**src/core/lac_pkg.sv**
```systemverilog
// Constants, field layout and types shared by the locality access arbiter
package lac_pkg;

  // ----------------------------------------------------------------
  // Locality set and register shape
  // ----------------------------------------------------------------
  localparam int unsigned NUM_LOC = 5;
  localparam int unsigned LOC_W   = 3;
  localparam int unsigned REG_W   = 8;

  // ----------------------------------------------------------------
  // Field positions of the locality access control register
  // ----------------------------------------------------------------
  localparam int unsigned BIT_REG_VALID     = 7;
  localparam int unsigned BIT_RESERVED      = 6;
  localparam int unsigned BIT_LOC_ACTIVE    = 5;
  localparam int unsigned BIT_SEIZED        = 4;
  localparam int unsigned BIT_TAKEOVER      = 3;
  localparam int unsigned BIT_OTHER_PENDING = 2;
  localparam int unsigned BIT_USE_REQUEST   = 1;
  localparam int unsigned BIT_LAUNCH_ABSENT = 0;

  // ----------------------------------------------------------------
  // Reset values
  // ----------------------------------------------------------------
  localparam logic [REG_W-1:0] RDATA_RESET   = 8'h00;
  localparam logic             LAUNCH_RESET  = 1'b1;

  // ----------------------------------------------------------------
  // Timing: clock period and the register-valid limit after reset
  // ----------------------------------------------------------------
  localparam int unsigned CLK_PERIOD_NS = 4;
  localparam int unsigned VALID_TIME_NS = 1000;
  // Longest time, so round down; never below one cycle
  localparam int unsigned VALID_CYCLES  =
    (VALID_TIME_NS / CLK_PERIOD_NS) < 1 ? 1 : (VALID_TIME_NS / CLK_PERIOD_NS);

  // ----------------------------------------------------------------
  // Host port sequencer states
  // ----------------------------------------------------------------
  typedef enum logic [1:0] {
    ST_READY = 2'h1,
    ST_STALL = 2'h2
  } lac_state_t;

endpackage : lac_pkg

```
**src/core/lac_prio_pick.sv**
```systemverilog
// Highest-index picker over the per-locality request vector
module lac_prio_pick #(
  parameter int unsigned N = 5,
  parameter int unsigned W = 3
) (
  input  wire logic [N-1:0] req_in,
  output logic              any_out,
  output logic [W-1:0]      idx_out
);

  // Later indices overwrite earlier ones, so the top locality wins
  always_comb begin
    any_out = 1'b0;
    idx_out = '0;
    for (int i = 0; i < N; i++) begin
      if (req_in[i]) begin
        any_out = 1'b1;
        idx_out = W'(i);
      end
    end
  end

endmodule : lac_prio_pick

```
**src/core/lac_valid_timer.sv**
```systemverilog
// Post-reset timer that raises the register-valid level
module lac_valid_timer #(
  parameter int unsigned CYCLES = 250
) (
  input  wire logic clk_in,
  input  wire logic rst_in,
  output logic      done_out
);

  localparam int unsigned CW = $clog2(CYCLES + 1);

  typedef struct packed {
    logic [CW-1:0] cnt;
    logic          done;
  } lac_tmr_t;

  lac_tmr_t cur_ff;
  lac_tmr_t nxt_st;

  // Count up once, then park with done held high
  always_comb begin
    nxt_st = cur_ff;
    if (cur_ff.cnt != CW'(CYCLES)) begin
      nxt_st.cnt = cur_ff.cnt + CW'(1);
    end
    nxt_st.done = (nxt_st.cnt == CW'(CYCLES));
  end

  always_ff @(posedge clk_in) begin
    if (rst_in) begin
      cur_ff <= '0;
    end else begin
      cur_ff <= nxt_st;
    end
  end

  assign done_out = cur_ff.done;

  // ----------------------------------------------------------------
  // Checks
  // ----------------------------------------------------------------
  logic [CW:0] age_ff;
  always_ff @(posedge clk_in) begin
    if (rst_in) begin
      age_ff <= '0;
    end else if (age_ff != (CW + 1)'(CYCLES + 1)) begin
      age_ff <= age_ff + (CW + 1)'(1);
    end
  end
endmodule : lac_valid_timer

```
**src/core/lac_locality_access_arbiter.sv**
```systemverilog
// Five-locality access control register and ownership arbiter
// Behaviour
// - Reserved bit ignores writes, reads zero
// - Active bit reads one only for owner
// - Owner writing active bit releases ownership
// - On release, highest requester becomes owner
// - Non-owner with request: active write cancels
// - Non-owner without request: active write ignored
// - Free device grants requester within short timeout
// - Busy device grants requester after owner releases
// - Seized flag set when takeover removes ownership
// - Writing one to seized flag clears it
// - Takeover write moves ownership to higher locality
// - Locality 0 takeover ignored unless device free
// - Takeover clears loser, flags seized, aborts command
// - Pending bit shows another locality requesting
// - Request bit set by write, reads while waiting
// - Launch flag resets one, persists across resets
// - Reads stall with wait states until valid
// - Valid never reported while fields undefined
// - Valid flag rises within reset timing limit
// - Fields written with zero are ignored
// - Takeover from equal or lower locality ignored
// - Request write raises pending for other localities
// - Top bit is read-only register valid flag
module lac_locality_access_arbiter
  import lac_pkg::*;
#(
  parameter int unsigned VALID_CYCLES_P = lac_pkg::VALID_CYCLES
) (
  input  wire logic                      CLOCK_IN,
  input  wire logic                      RESET_IN,
  input  wire logic                      REQ_IN,
  input  wire logic                      WRITE_IN,
  input  wire logic [lac_pkg::LOC_W-1:0] LOCALITY_IN,
  input  wire logic [lac_pkg::REG_W-1:0] WDATA_IN,
  input  wire logic                      LAUNCH_ABSENT_IN,
  input  wire logic                      LAUNCH_DONE_IN,
  output logic                           ACK_OUT,
  output logic                           WAIT_OUT,
  output logic      [lac_pkg::REG_W-1:0] RDATA_OUT,
  output logic                           OWNER_VALID_OUT,
  output logic      [lac_pkg::LOC_W-1:0] OWNER_OUT,
  output logic                           COMMAND_ABORT_OUT,
  output logic                           LAUNCH_ABSENT_OUT,
  output logic                           REG_VALID_OUT
);

  import lac_pkg::*;

  // ----------------------------------------------------------------
  // State
  // ----------------------------------------------------------------
  typedef struct packed {
    lac_state_t         state;
    logic [LOC_W-1:0]   hold_loc;
    logic               hold_we;
    logic [REG_W-1:0]   hold_data;
    logic               own_vld;
    logic [LOC_W-1:0]   owner;
    logic [NUM_LOC-1:0] req;
    logic [NUM_LOC-1:0] seized;
    logic               launch;
    logic               valid;
    logic               ack;
    logic               wait_s;
    logic [REG_W-1:0]   rdata;
    logic               abort;
    logic [LOC_W-1:0]   last_loc;
    logic               last_rd;
  } lac_st_t;

  localparam lac_st_t ST_RESET = '{state: ST_READY, launch: LAUNCH_RESET, default: '0};

  lac_st_t            cur_ff;
  lac_st_t            nxt_st;
  logic               timer_done;
  logic               pick_any;
  logic [LOC_W-1:0]   pick_idx;
  logic               do_acc;
  logic [LOC_W-1:0]   acc_loc;
  logic               acc_we;
  logic [REG_W-1:0]   acc_data;
  logic               acc_ok;
  logic [NUM_LOC-1:0] acc_mask;
  logic               is_owner;

  // ----------------------------------------------------------------
  // Helpers
  // ----------------------------------------------------------------
  lac_valid_timer #(
    .CYCLES   (VALID_CYCLES_P)
  ) u_timer (
    .clk_in   (CLOCK_IN),
    .rst_in   (RESET_IN),
    .done_out (timer_done)
  );

  // Registered requests only, so no loop through the write logic
  lac_prio_pick #(
    .N       (NUM_LOC),
    .W       (LOC_W)
  ) u_pick (
    .req_in  (cur_ff.req),
    .any_out (pick_any),
    .idx_out (pick_idx)
  );

  // ----------------------------------------------------------------
  // Next-state logic
  // ----------------------------------------------------------------
  always_comb begin
    nxt_st   = cur_ff;
    nxt_st.ack   = 1'b0;
    nxt_st.abort = 1'b0;
    nxt_st.valid = timer_done;
    do_acc   = 1'b0;
    acc_loc  = LOCALITY_IN;
    acc_we   = WRITE_IN;
    acc_data = WDATA_IN;

    // Host port: stall every access until the fields are defined
    case (cur_ff.state)
      ST_READY: begin
        if (REQ_IN) begin
          if (timer_done) begin
            do_acc = 1'b1;
          end else begin
            nxt_st.state     = ST_STALL;
            nxt_st.hold_loc  = LOCALITY_IN;
            nxt_st.hold_we   = WRITE_IN;
            nxt_st.hold_data = WDATA_IN;
            nxt_st.wait_s    = 1'b1;
          end
        end
      end
      ST_STALL: begin
        acc_loc  = cur_ff.hold_loc;
        acc_we   = cur_ff.hold_we;
        acc_data = cur_ff.hold_data;
        if (timer_done) begin
          do_acc        = 1'b1;
          nxt_st.state  = ST_READY;
          nxt_st.wait_s = 1'b0;
        end
      end
      default: begin
        nxt_st.state  = ST_READY;
        nxt_st.wait_s = 1'b0;
      end
    endcase

    // Launch flag follows the persistent store until valid rises
    if (!timer_done) begin
      nxt_st.launch = LAUNCH_ABSENT_IN;
    end else if (LAUNCH_DONE_IN) begin
      nxt_st.launch = 1'b0;
    end

    // Free device: hand it to the top requester
    if (!cur_ff.own_vld && pick_any) begin
      nxt_st.own_vld        = 1'b1;
      nxt_st.owner          = pick_idx;
      nxt_st.req[pick_idx]  = 1'b0;
    end

    acc_ok   = (acc_loc < LOC_W'(NUM_LOC));
    acc_mask = NUM_LOC'(1) << acc_loc;
    is_owner = nxt_st.own_vld && (nxt_st.owner == acc_loc);

    if (do_acc) begin
      nxt_st.ack      = 1'b1;
      nxt_st.last_loc = acc_loc;
      nxt_st.last_rd  = !acc_we;
      nxt_st.rdata    = RDATA_RESET;
      if (!acc_we && acc_ok) begin
        nxt_st.rdata[BIT_REG_VALID]     = timer_done;
        nxt_st.rdata[BIT_RESERVED]      = 1'b0;
        nxt_st.rdata[BIT_LOC_ACTIVE]    = is_owner;
        nxt_st.rdata[BIT_SEIZED]        = nxt_st.seized[acc_loc];
        nxt_st.rdata[BIT_TAKEOVER]      = 1'b0;
        nxt_st.rdata[BIT_OTHER_PENDING] = |(nxt_st.req & ~acc_mask);
        nxt_st.rdata[BIT_USE_REQUEST]   = nxt_st.req[acc_loc] && !is_owner;
        nxt_st.rdata[BIT_LAUNCH_ABSENT] = nxt_st.launch;
      end else if (acc_we && acc_ok) begin
        // Only bits written as one act; reserved bit has no effect
        if (acc_data[BIT_LOC_ACTIVE]) begin
          if (is_owner) begin
            nxt_st.own_vld = 1'b0;
            nxt_st.abort   = 1'b1;
          end else if (nxt_st.req[acc_loc]) begin
            nxt_st.req[acc_loc] = 1'b0;
          end
          // Else nothing happens at all
        end
        if (acc_data[BIT_SEIZED]) begin
          nxt_st.seized[acc_loc] = 1'b0;
        end
        if (acc_data[BIT_TAKEOVER]) begin
          if (!nxt_st.own_vld) begin
            nxt_st.own_vld      = 1'b1;
            nxt_st.owner        = acc_loc;
            nxt_st.req[acc_loc] = 1'b0;
          end else if (acc_loc > nxt_st.owner) begin
            nxt_st.seized[nxt_st.owner] = 1'b1;
            nxt_st.owner        = acc_loc;
            nxt_st.req[acc_loc] = 1'b0;
            nxt_st.abort        = 1'b1;
          end
          // Equal or lower locality, including zero, is ignored
        end
        if (acc_data[BIT_USE_REQUEST] && !is_owner) begin
          nxt_st.req[acc_loc] = 1'b1;
        end
      end
    end
  end

  // ----------------------------------------------------------------
  // State register
  // ----------------------------------------------------------------
  always_ff @(posedge CLOCK_IN) begin
    if (RESET_IN) begin
      cur_ff <= ST_RESET;
    end else begin
      cur_ff <= nxt_st;
    end
  end

  // Every output taken straight from the state register
  assign ACK_OUT           = cur_ff.ack;
  assign WAIT_OUT          = cur_ff.wait_s;
  assign RDATA_OUT         = cur_ff.rdata;
  assign OWNER_VALID_OUT   = cur_ff.own_vld;
  assign OWNER_OUT         = cur_ff.owner;
  assign COMMAND_ABORT_OUT = cur_ff.abort;
  assign LAUNCH_ABSENT_OUT = cur_ff.launch;
  assign REG_VALID_OUT     = cur_ff.valid;

  logic wr_acc;
  logic own_wr;
  assign wr_acc = do_acc && acc_we && acc_ok;
  assign own_wr = cur_ff.own_vld && (cur_ff.owner == acc_loc);
endmodule : lac_locality_access_arbiter

```
**config.mk**
```make
export PLATFORM = sky130hd
export DESIGN_NAME = lac_locality_access_arbiter
export DESIGN_NICKNAME = d
export VERILOG_FILES = /design/src/core/lac_pkg.sv /design/src/core/lac_prio_pick.sv /design/src/core/lac_valid_timer.sv /design/src/core/lac_locality_access_arbiter.sv
export SDC_FILE = /design/constraint.sdc
export NUM_CORES = 1
export LEC_CHECK = 0
export BUFFER_PORTS_ARGS = -buffer_cell sky130_fd_sc_hd__buf_2
export CORE_MARGIN = 1
export CORE_UTILIZATION = 60
export CTS_BUF_LIST = sky130_fd_sc_hd__clkbuf_2
export CTS_CLUSTER_DIAMETER = 60
export DETAILED_ROUTE_END_ITERATION = 7
export PLACE_DENSITY_LB_ADDON = 0.2
export SLEW_MARGIN = 20
export SYNTH_ARGS = -nofsm -noshare
export SYNTH_HDL_FRONTEND = slang
export SYNTH_HIERARCHICAL = 1
export SYNTH_SLANG_ARGS = --single-unit
```
**constraint.sdc**
```tcl
create_clock -name CLOCK_IN -period 3.9 [get_ports CLOCK_IN]
set_clock_uncertainty 0.15 [all_clocks]
set_input_delay 0.195 -clock CLOCK_IN [delete_from_list [all_inputs] [get_ports CLOCK_IN]]
set_output_delay 0.195 -clock CLOCK_IN [all_outputs]
set_load 0.005 [all_outputs]
```
==> out/qor.yml, run 1 <==
grt:
  grtUsageTotal_pct: 27.1
  grt-busiest-layer: "met2"
  gr-total-overflow: 0
  met3_usage_pct: 5.33
  antenna_found_initial: 0
  grt_pass1_wl_um: 9320
  grtUsageMet1_pct: 35.2
  grt_pass1_vias: 2060
  grt_max_degree: 45
  grt.met2_usage_pct: 45.1
timing:
  rsz0062_at_grt: "false"
  finalWorstSetupSlack_ps: 458
  holdWs_ps: 57.6
  fmax_mhz: 291
  period_needed_ps: 3440
  max_slew_margin_pct: 44.4
  setup_viol: 0
  worst_pin_slew_ps: 834
  drv_slew: 0
  tns_ps: 0
  hold_viol: 0
  fin_crit_sh_pct: 88.3
finish:
  area_growth_pct: 8.06
  drive_gt1_share_pct: 18.8
  diodes: 0
  nNetsFinal: 352
  fillers: 332
  fin_util_pct: 69.3
  regArea_um2: 881
  multi_input_area_um2: 1560
cts:
  clockBufferDepth: 2
  clk_latency_ps: 410
  cts_setup_buffers: 0
  cts.root.buffer_cell: "clkbuf_2"
  cts.clk_slew.worst_paths_ps: 220
  htree_levels: 2
  post_cts_resized: 0
  cts_sinks: 44
  cts_buffers: 5
  tritoncts: "yes"
floorplan:
  rows: 23
  start_util_pct: 64.2
  die_h_um: 68.3
  ioPinCount: 34
  die_w_um: 68.3
  design.core.area_um2: 4120
  die_area_um2: 4670
worst_setup_path:
  critPathBufInv: 0
  crit_family: "compound AO/OA/AOI/OAI gates"
  slowest_delay_ps: 480
  cp-start-kind: "register"
  endpoint_kind: "register"
  cpMaxStageDelayCell: "dfxtp_1"
  critical_path_class: "reg2reg"
  required_ps: 4060
  path_max_fanout: 10
  crit_arrival_ps: 3600
  path_cells: "nor3_1 -> nand2_1 -> nand2b_1 -> mux2i_1 -> ha_1 -> nand3_1 -> o21ai_0 -> o311a_1 -> a32o_1 -> a221oi_2"
power_and_ir_drop:
  power_density_nw_per_um2: 280
  p_sw_uw: 235
  sw_frac_of_total_pct: 29.4
  p_comb_share_pct: 17.0
  p_int_uw: 564
  p_leak_nw: 1.15
  clkPwrFrac_pct: 23.4
  seqPwrFrac_pct: 59.6
  vdd_drop_max_mv: 0.176
placed_design:
  post-place-ws_ps: 564
  place_congestion: 0.879
  hpwl_um: 4340
  numPortBuffers: 27
synthesis:
  synth_top_family_by_area: "simple AND/OR/NAND/NOR gates"
  synth_edf_count: 0
  ys.flop_type: "dfxtp_1"
  synth_mux_area_share_pct: 10.1
  synth_fa_ha_area_share_pct: 3.32
  syn_area_per_cell_um2: 8.77
  ys_async_sr_fraction_pct: 0
  synth_area_leader_cell: "dfxtp_1"
  synth_cell_type_count: 68
  syn_inst: 301
  synth_top_area_share_pct: 33.4
  yosysSeqAreaShare_pct: 33.4
  yosysWarnings: 6
  synth_area_um2: 2640
  synth-compound-area-share_pct: 21.4
  ys_seq_elements: 44
  synth.top_cells.by_area: "dfxtp_1 33%, mux2i_1 6.4%, nor2_1 4.0%"
  synthSimpleGateAreaFrac_pct: 22.7
  synth-xor-area-share_pct: 1.33
flow_run:
  timing.max_cap.violations: 0
route:
  vias: 2260
  drt_iter0_drc: 113
  vias_per_cell: 5.96
  antenna_left: 0
  drtPass1Iterations: 4
  drc: 0
  routedWlPerCell_um: 15.5
  drt_wl_total_um: 5860
worst_hold_path:
  hold_class: "in2reg"
outcome:
  outcome: "complete, no violations"
==> per-layer routing <==
| metal | routed length [µm] | up-vias | share of wire (%) |
|---|---|---|---|
| met3 | 320 | 5 | 5.5 |
| met4 | 53 | 0 | 0.90 |
| met2 | 2720 | 66 | 46 |
| met1 | 2760 | 1041 | 47 |
| met5 | 0 | - | 0 |
| li1 | - | 1148 | - |
==> synthesized netlist by cell type (2+ instances only) <==
cell,instances
o211ai_1,3
mux2i_1,17
a31oi_1,3
a221oi_2,2
o32ai_1,3
and3_1,2
nand2b_1,3
o22ai_1,2
buf_6,3
a221oi_1,2
dfxtp_1,44
o21a_1,6
nand3_1,11
buf_4,13
o31ai_1,4
o311ai_0,2
o21ai_1,2
nand2_1,26
or2_2,2
xor2_1,2
nor3_2,2
a21o_1,4
mux2_4,2
a211oi_1,4
nor3b_1,4
a22oi_1,2
nor2b_1,8
a211o_1,2
nand4_1,3
mux2_2,4
or3_1,3
nor3_1,10
o41ai_2,2
nor2_1,28
o21ai_0,11
clkbuf_1,5
xnor2_1,2
ha_1,7
inv_1,10
a21oi_1,8
==> layout by cell type, fill, tap and decap left out, types with 9 or more instances in the layout <==
cell / count
buf_2: 27
nand2_1: 26
inv_1: 10
mux2i_1: 17
dlygate4sd3_1: 9
nor3_1: 10
o21ai_0: 11
nor2_1: 28
dfxtp_1: 44
nand3_1: 11
==> through the flow <==
stage | cells | power, mW | area [µm²]
after global placement | 362 | 0.609 | 2720
after CTS | 379 | 0.805 | 2850
after floorplan | 302 | 0.582 | 2640
after global routing | 379 | 0.841 | 2850
final | 379 | 0.799 | 2850
after detailed placement | 362 | 0.613 | 2720
==> sequential cells by signal, summed over array words and instances, names as in the netlist <==
name / count
ACK_OUT: 1
RDATA_OUT: 6
cur_ff: 20
OWNER_OUT: 3
OWNER_VALID_OUT: 1
WAIT_OUT: 1
REG_VALID_OUT: 1
u_timer/cur_ff: 8
LAUNCH_ABSENT_OUT: 1
COMMAND_ABORT_OUT: 1
u_timer/done_out: 1
==> final cells by class <==
cell class / instances / area share, %
inverter: 12 / 1.67
clock inverter: 3 / 0.482
clock buffer: 5 / 0.877
multi-input combinational: 224 / 54.7
sequential: 44 / 30.9
tap: 50 / 2.19
timing repair buffer: 41 / 9.21
==> worst min-delay path, cell delays in order <==
cell and delay (ps):
buf_2 70, inv_1 30, o22ai_1 180, or2_2 140
==> what timing repair did <==
action                                  in CTS  in global routing
hold buffers                                 9                  0
hold endpoints to repair                     9                  0
endpoints found under the setup margin       0                  0
==> cell families (layout without fill, tap and decap cells) <==
kind of cell / count (synthesis) / after routing
compound gates: 73 / 73
xor+xnor: 4 / 4
fa+ha+maj: 7 / 7
buf+inv: 34 / 61
flops: 44 / 44
mux: 24 / 24
other cells: 1 / 2
simple gates: 114 / 114
==> power by group through the flow <==
stage          sequential (mW)  combinational, mW  clock, mW
2_1_floorplan            0.481              0.100          0
3_3_place_gp             0.484              0.125          0
3_5_place_dp             0.485              0.128          0
4_1_cts                  0.476              0.135      0.193
5_1_grt                  0.479              0.152      0.210
6_report                 0.476              0.136      0.187
==> final timing paths <==
kind / startpoint / end / slack [ps] / cells past startpoint
worst min register to register: RDATA_OUT[1] / RDATA_OUT[1] / 320 / 2
worst max-delay path: cur_ff[26] / cur_ff[23] / 460 / 10
worst min-delay path: LAUNCH_ABSENT_IN / LAUNCH_ABSENT_OUT / 60 / 4
worst max register to register: cur_ff[26] / cur_ff[23] / 460 / 10
Power figures use the tool's default switching activity.
==> inputs of run 2 (changes only) <==
==> constraint.sdc (replaced) <==
create_clock -name CLOCK_IN -period 3.57 [get_ports CLOCK_IN]
set_clock_uncertainty 0.15 [all_clocks]
set_input_delay 0.1785 -clock CLOCK_IN [delete_from_list [all_inputs] [get_ports CLOCK_IN]]
set_output_delay 0.1785 -clock CLOCK_IN [all_outputs]
set_load 0.005 [all_outputs]
==> run 2 against run 1 <==
  * Sequential power rose by 9.5%
  * Sequential cell count unchanged
  * Largest power group unchanged
  * Fmax increased by 5.1%
  * Sequential share of layout area fell by 0.45 points
  * Total power rose by 12%
  * Critical path depth unchanged
  * Core utilization up 1.0 points
  * First-iteration DRC count rose by 26%
  * Wire length is 4.8% higher
  * Hold slack worse by 35 ps
  * Die area is the same
==> out/qor.yml, run 2 (synthesized netlist as in run 1, its figures left out) <==
worst_setup_path:
  cp-start-kind: "register"
  cpMaxStageDelayCell: "ha_1"
  crit_family: "compound AO/OA/AOI/OAI gates"
  critical_path_class: "reg2reg"
  path_max_fanout: 9  # -1
  critPathBufInv: 2  # +2
  slowest_delay_ps: 430  # -50 ps
  path_common_cell: "ha_1"
  endpoint_kind: "register"
  crit_arrival_ps: 3470  # -130 ps
  required_ps: 3770  # -290 ps
  path_cells: "inv_1 -> ha_1 -> mux2i_1 -> clkinv_1 -> ha_1 -> nor2b_1 -> o21a_1 -> o311a_1 -> a32o_1 -> a221oi_2"
finish:
  multi_input_area_um2: 1560  # unchanged
  largest_register: "cur_ff"
  fillers: 355  # +6.9%
  drive_gt1_share_pct: 19.8  # +0.97 points
  regArea_um2: 881  # unchanged
  nNetsFinal: 356  # +1.1%
  most-common-layout-cells: "44 x dfxtp_1, 28 x nor2_1, 27 x buf_2"
  largest_reg_flops: 20  # unchanged
  layout_commonest_cell: "dfxtp_1"
  design_area_um2: 2900  # +1.5%
  diodes: 0  # unchanged
  area_growth_pct: 9.67
grt:
  grt_pass1_wl_um: 9470  # +1.7%
  antenna_found_initial: 0  # unchanged
  grt_pass1_vias: 2058  # -0.097%
  grt_max_degree: 45  # unchanged
  grtUsageTotal_pct: 27.7  # +0.57 points
  gr-total-overflow: 0  # unchanged
power_and_ir_drop:
  vdd_drop_max_mv: 0.177  # +0.71%
  power_density_nw_per_um2: 308  # +10%
  fin_total_pwr_uw: 892  # +12%
  p_leak_nw: 1.16  # +1.2%
timing:
  fin_crit_sh_pct: 91.8  # +3.5 points
  period_needed_ps: 3280  # -167 ps
  fmax_mhz: 305  # +5.1%
  tns_ps: 0  # unchanged
  hold_viol: 0  # unchanged
  drv_slew: 0  # unchanged
  setup_viol: 0  # unchanged
  rsz0062_at_grt: "false"
  finalWorstSetupSlack_ps: 294  # -163 ps
  worst_pin_slew_ps: 799  # -34.4 ps
  max_slew_margin_pct: 46.7  # +2.3 points
cts:
  clockBufferDepth: 2  # unchanged
  cts.root.buffer_cell: "clkbuf_2"
  clk_latency_ps: 440  # +30 ps
  cts.clk_slew.worst_paths_ps: 250  # +30 ps
  cts_sinks: 44  # unchanged
  cts_buffers: 5  # unchanged
  htree_levels: 2  # unchanged
  tritoncts: "yes"
route:
  drt_wl_total_um: 6140  # +4.8%
  drc: 0  # unchanged
  drt_iter0_drc: 142  # +26%
  vias_per_cell: 6.11  # +2.5%
  routedWlPerCell_um: 16.0  # +3.7%
  vias: 2341  # +3.6%
  antenna_left: 0  # unchanged
  drtPass1Iterations: 5  # +1
flow_run:
  timing.max_cap.violations: 0  # unchanged
placed_design:
  place_congestion: 0.928  # +5.6%
  numPortBuffers: 27  # unchanged
  dpl_cell_area_um2: 2750  # +0.83%
  hpwl_um: 4480  # +3.2%
  post-place-ws_ps: 204  # -360 ps
floorplan:
  rows: 23  # unchanged
  die_area_um2: 4670  # unchanged
  die_h_um: 68.3  # unchanged
  ioPinCount: 34  # unchanged
  start_util_pct: 64.2  # unchanged
  design.core.area_um2: 4120  # unchanged
  die_w_um: 68.3  # unchanged
outcome:
  outcome: "complete, no violations"
worst_hold_path:
  hold_class: "in2reg"
## run 2: cell types whose count changed in the layout (fill, tap and decap cells not counted)
cell | previous run | this run
clkinvlp_4 | 0 | 2
o311ai_1 | 0 | 1
o311ai_0 | 2 | 1
clkinv_2 | 2 | 0
dlygate4sd3_1 | 9 | 10
clkinv_1 | 2 | 1
buf_4 | 5 | 8
clkinv_4 | 0 | 1
## run 2: repair_timing
item,in CTS,in global routing
endpoints found under the setup margin,0,4
gates resized for setup,0,1
hold endpoints to repair,10,0
setup buffers,0,0
hold buffers,10,0
## run 2: per-layer routing
layer	GRT usage (%)	vias to the layer above	wire length, µm
li1	-	1161	-
met1	34.9	1090	2790
met2	45.0	78	2910
met3	6.17	12	344
met4	11.7	0	99
met5	0	-	0
## run 2: area by class of cell
cell class	count	area share (%)
multi-input cells	224	53.9
flip-flops and latches	44	30.4
repair buffers	45	10.2
well taps	50	2.16
inverters	12	1.64
clock buffers	5	0.864
clock inverters	3	0.821
## run 2: worst reg2reg max path, delay by kind of cell, from the launching register on
kind                     cells  cell delay, ps
AO/OA/AOI/OAI                4            1150
adder cells (fa/ha/maj)      2             780
flip-flops                   1             370
multiplexers                 1             360
buffers and inverters        2             230
AND/OR/NAND/NOR              1             140
## run 2: power breakdown
group | internal [mW] | leakage, nW | total (mW) | switching (mW)
sequential | 0.507 | 0.357 | 0.521 | 0.0133
combinational | 0.0665 | 0.777 | 0.152 | 0.0852
clock | 0.0487 | 0.0252 | 0.220 | 0.171
total | 0.622 | 1.16 | 0.892 | 0.270
## run 2: metrics by stage
stage | hold slack (ps) | std cells | util (%)
2_1_floorplan | 172 | 302 | -
3_3_place_gp | 273 | 365 | 66.7
3_5_place_dp | 294 | 365 | 66.7
4_1_cts | 4.52 | 383 | 70.4
5_1_grt | 18.0 | 383 | 70.4
6_report | 22.8 | 383 | 70.4
## run 2: worst paths after layout
path | startpoint | end | slack, ps | cells past startpoint
worst max-delay path | cur_ff[43] | cur_ff[25] | 290 | 10
worst min-delay path | LAUNCH_ABSENT_IN | RDATA_OUT[0] | 20 | 5
worst min register to register | RDATA_OUT[1] | RDATA_OUT[1] | 320 | 2
worst max register to register | cur_ff[43] | cur_ff[25] | 290 | 10
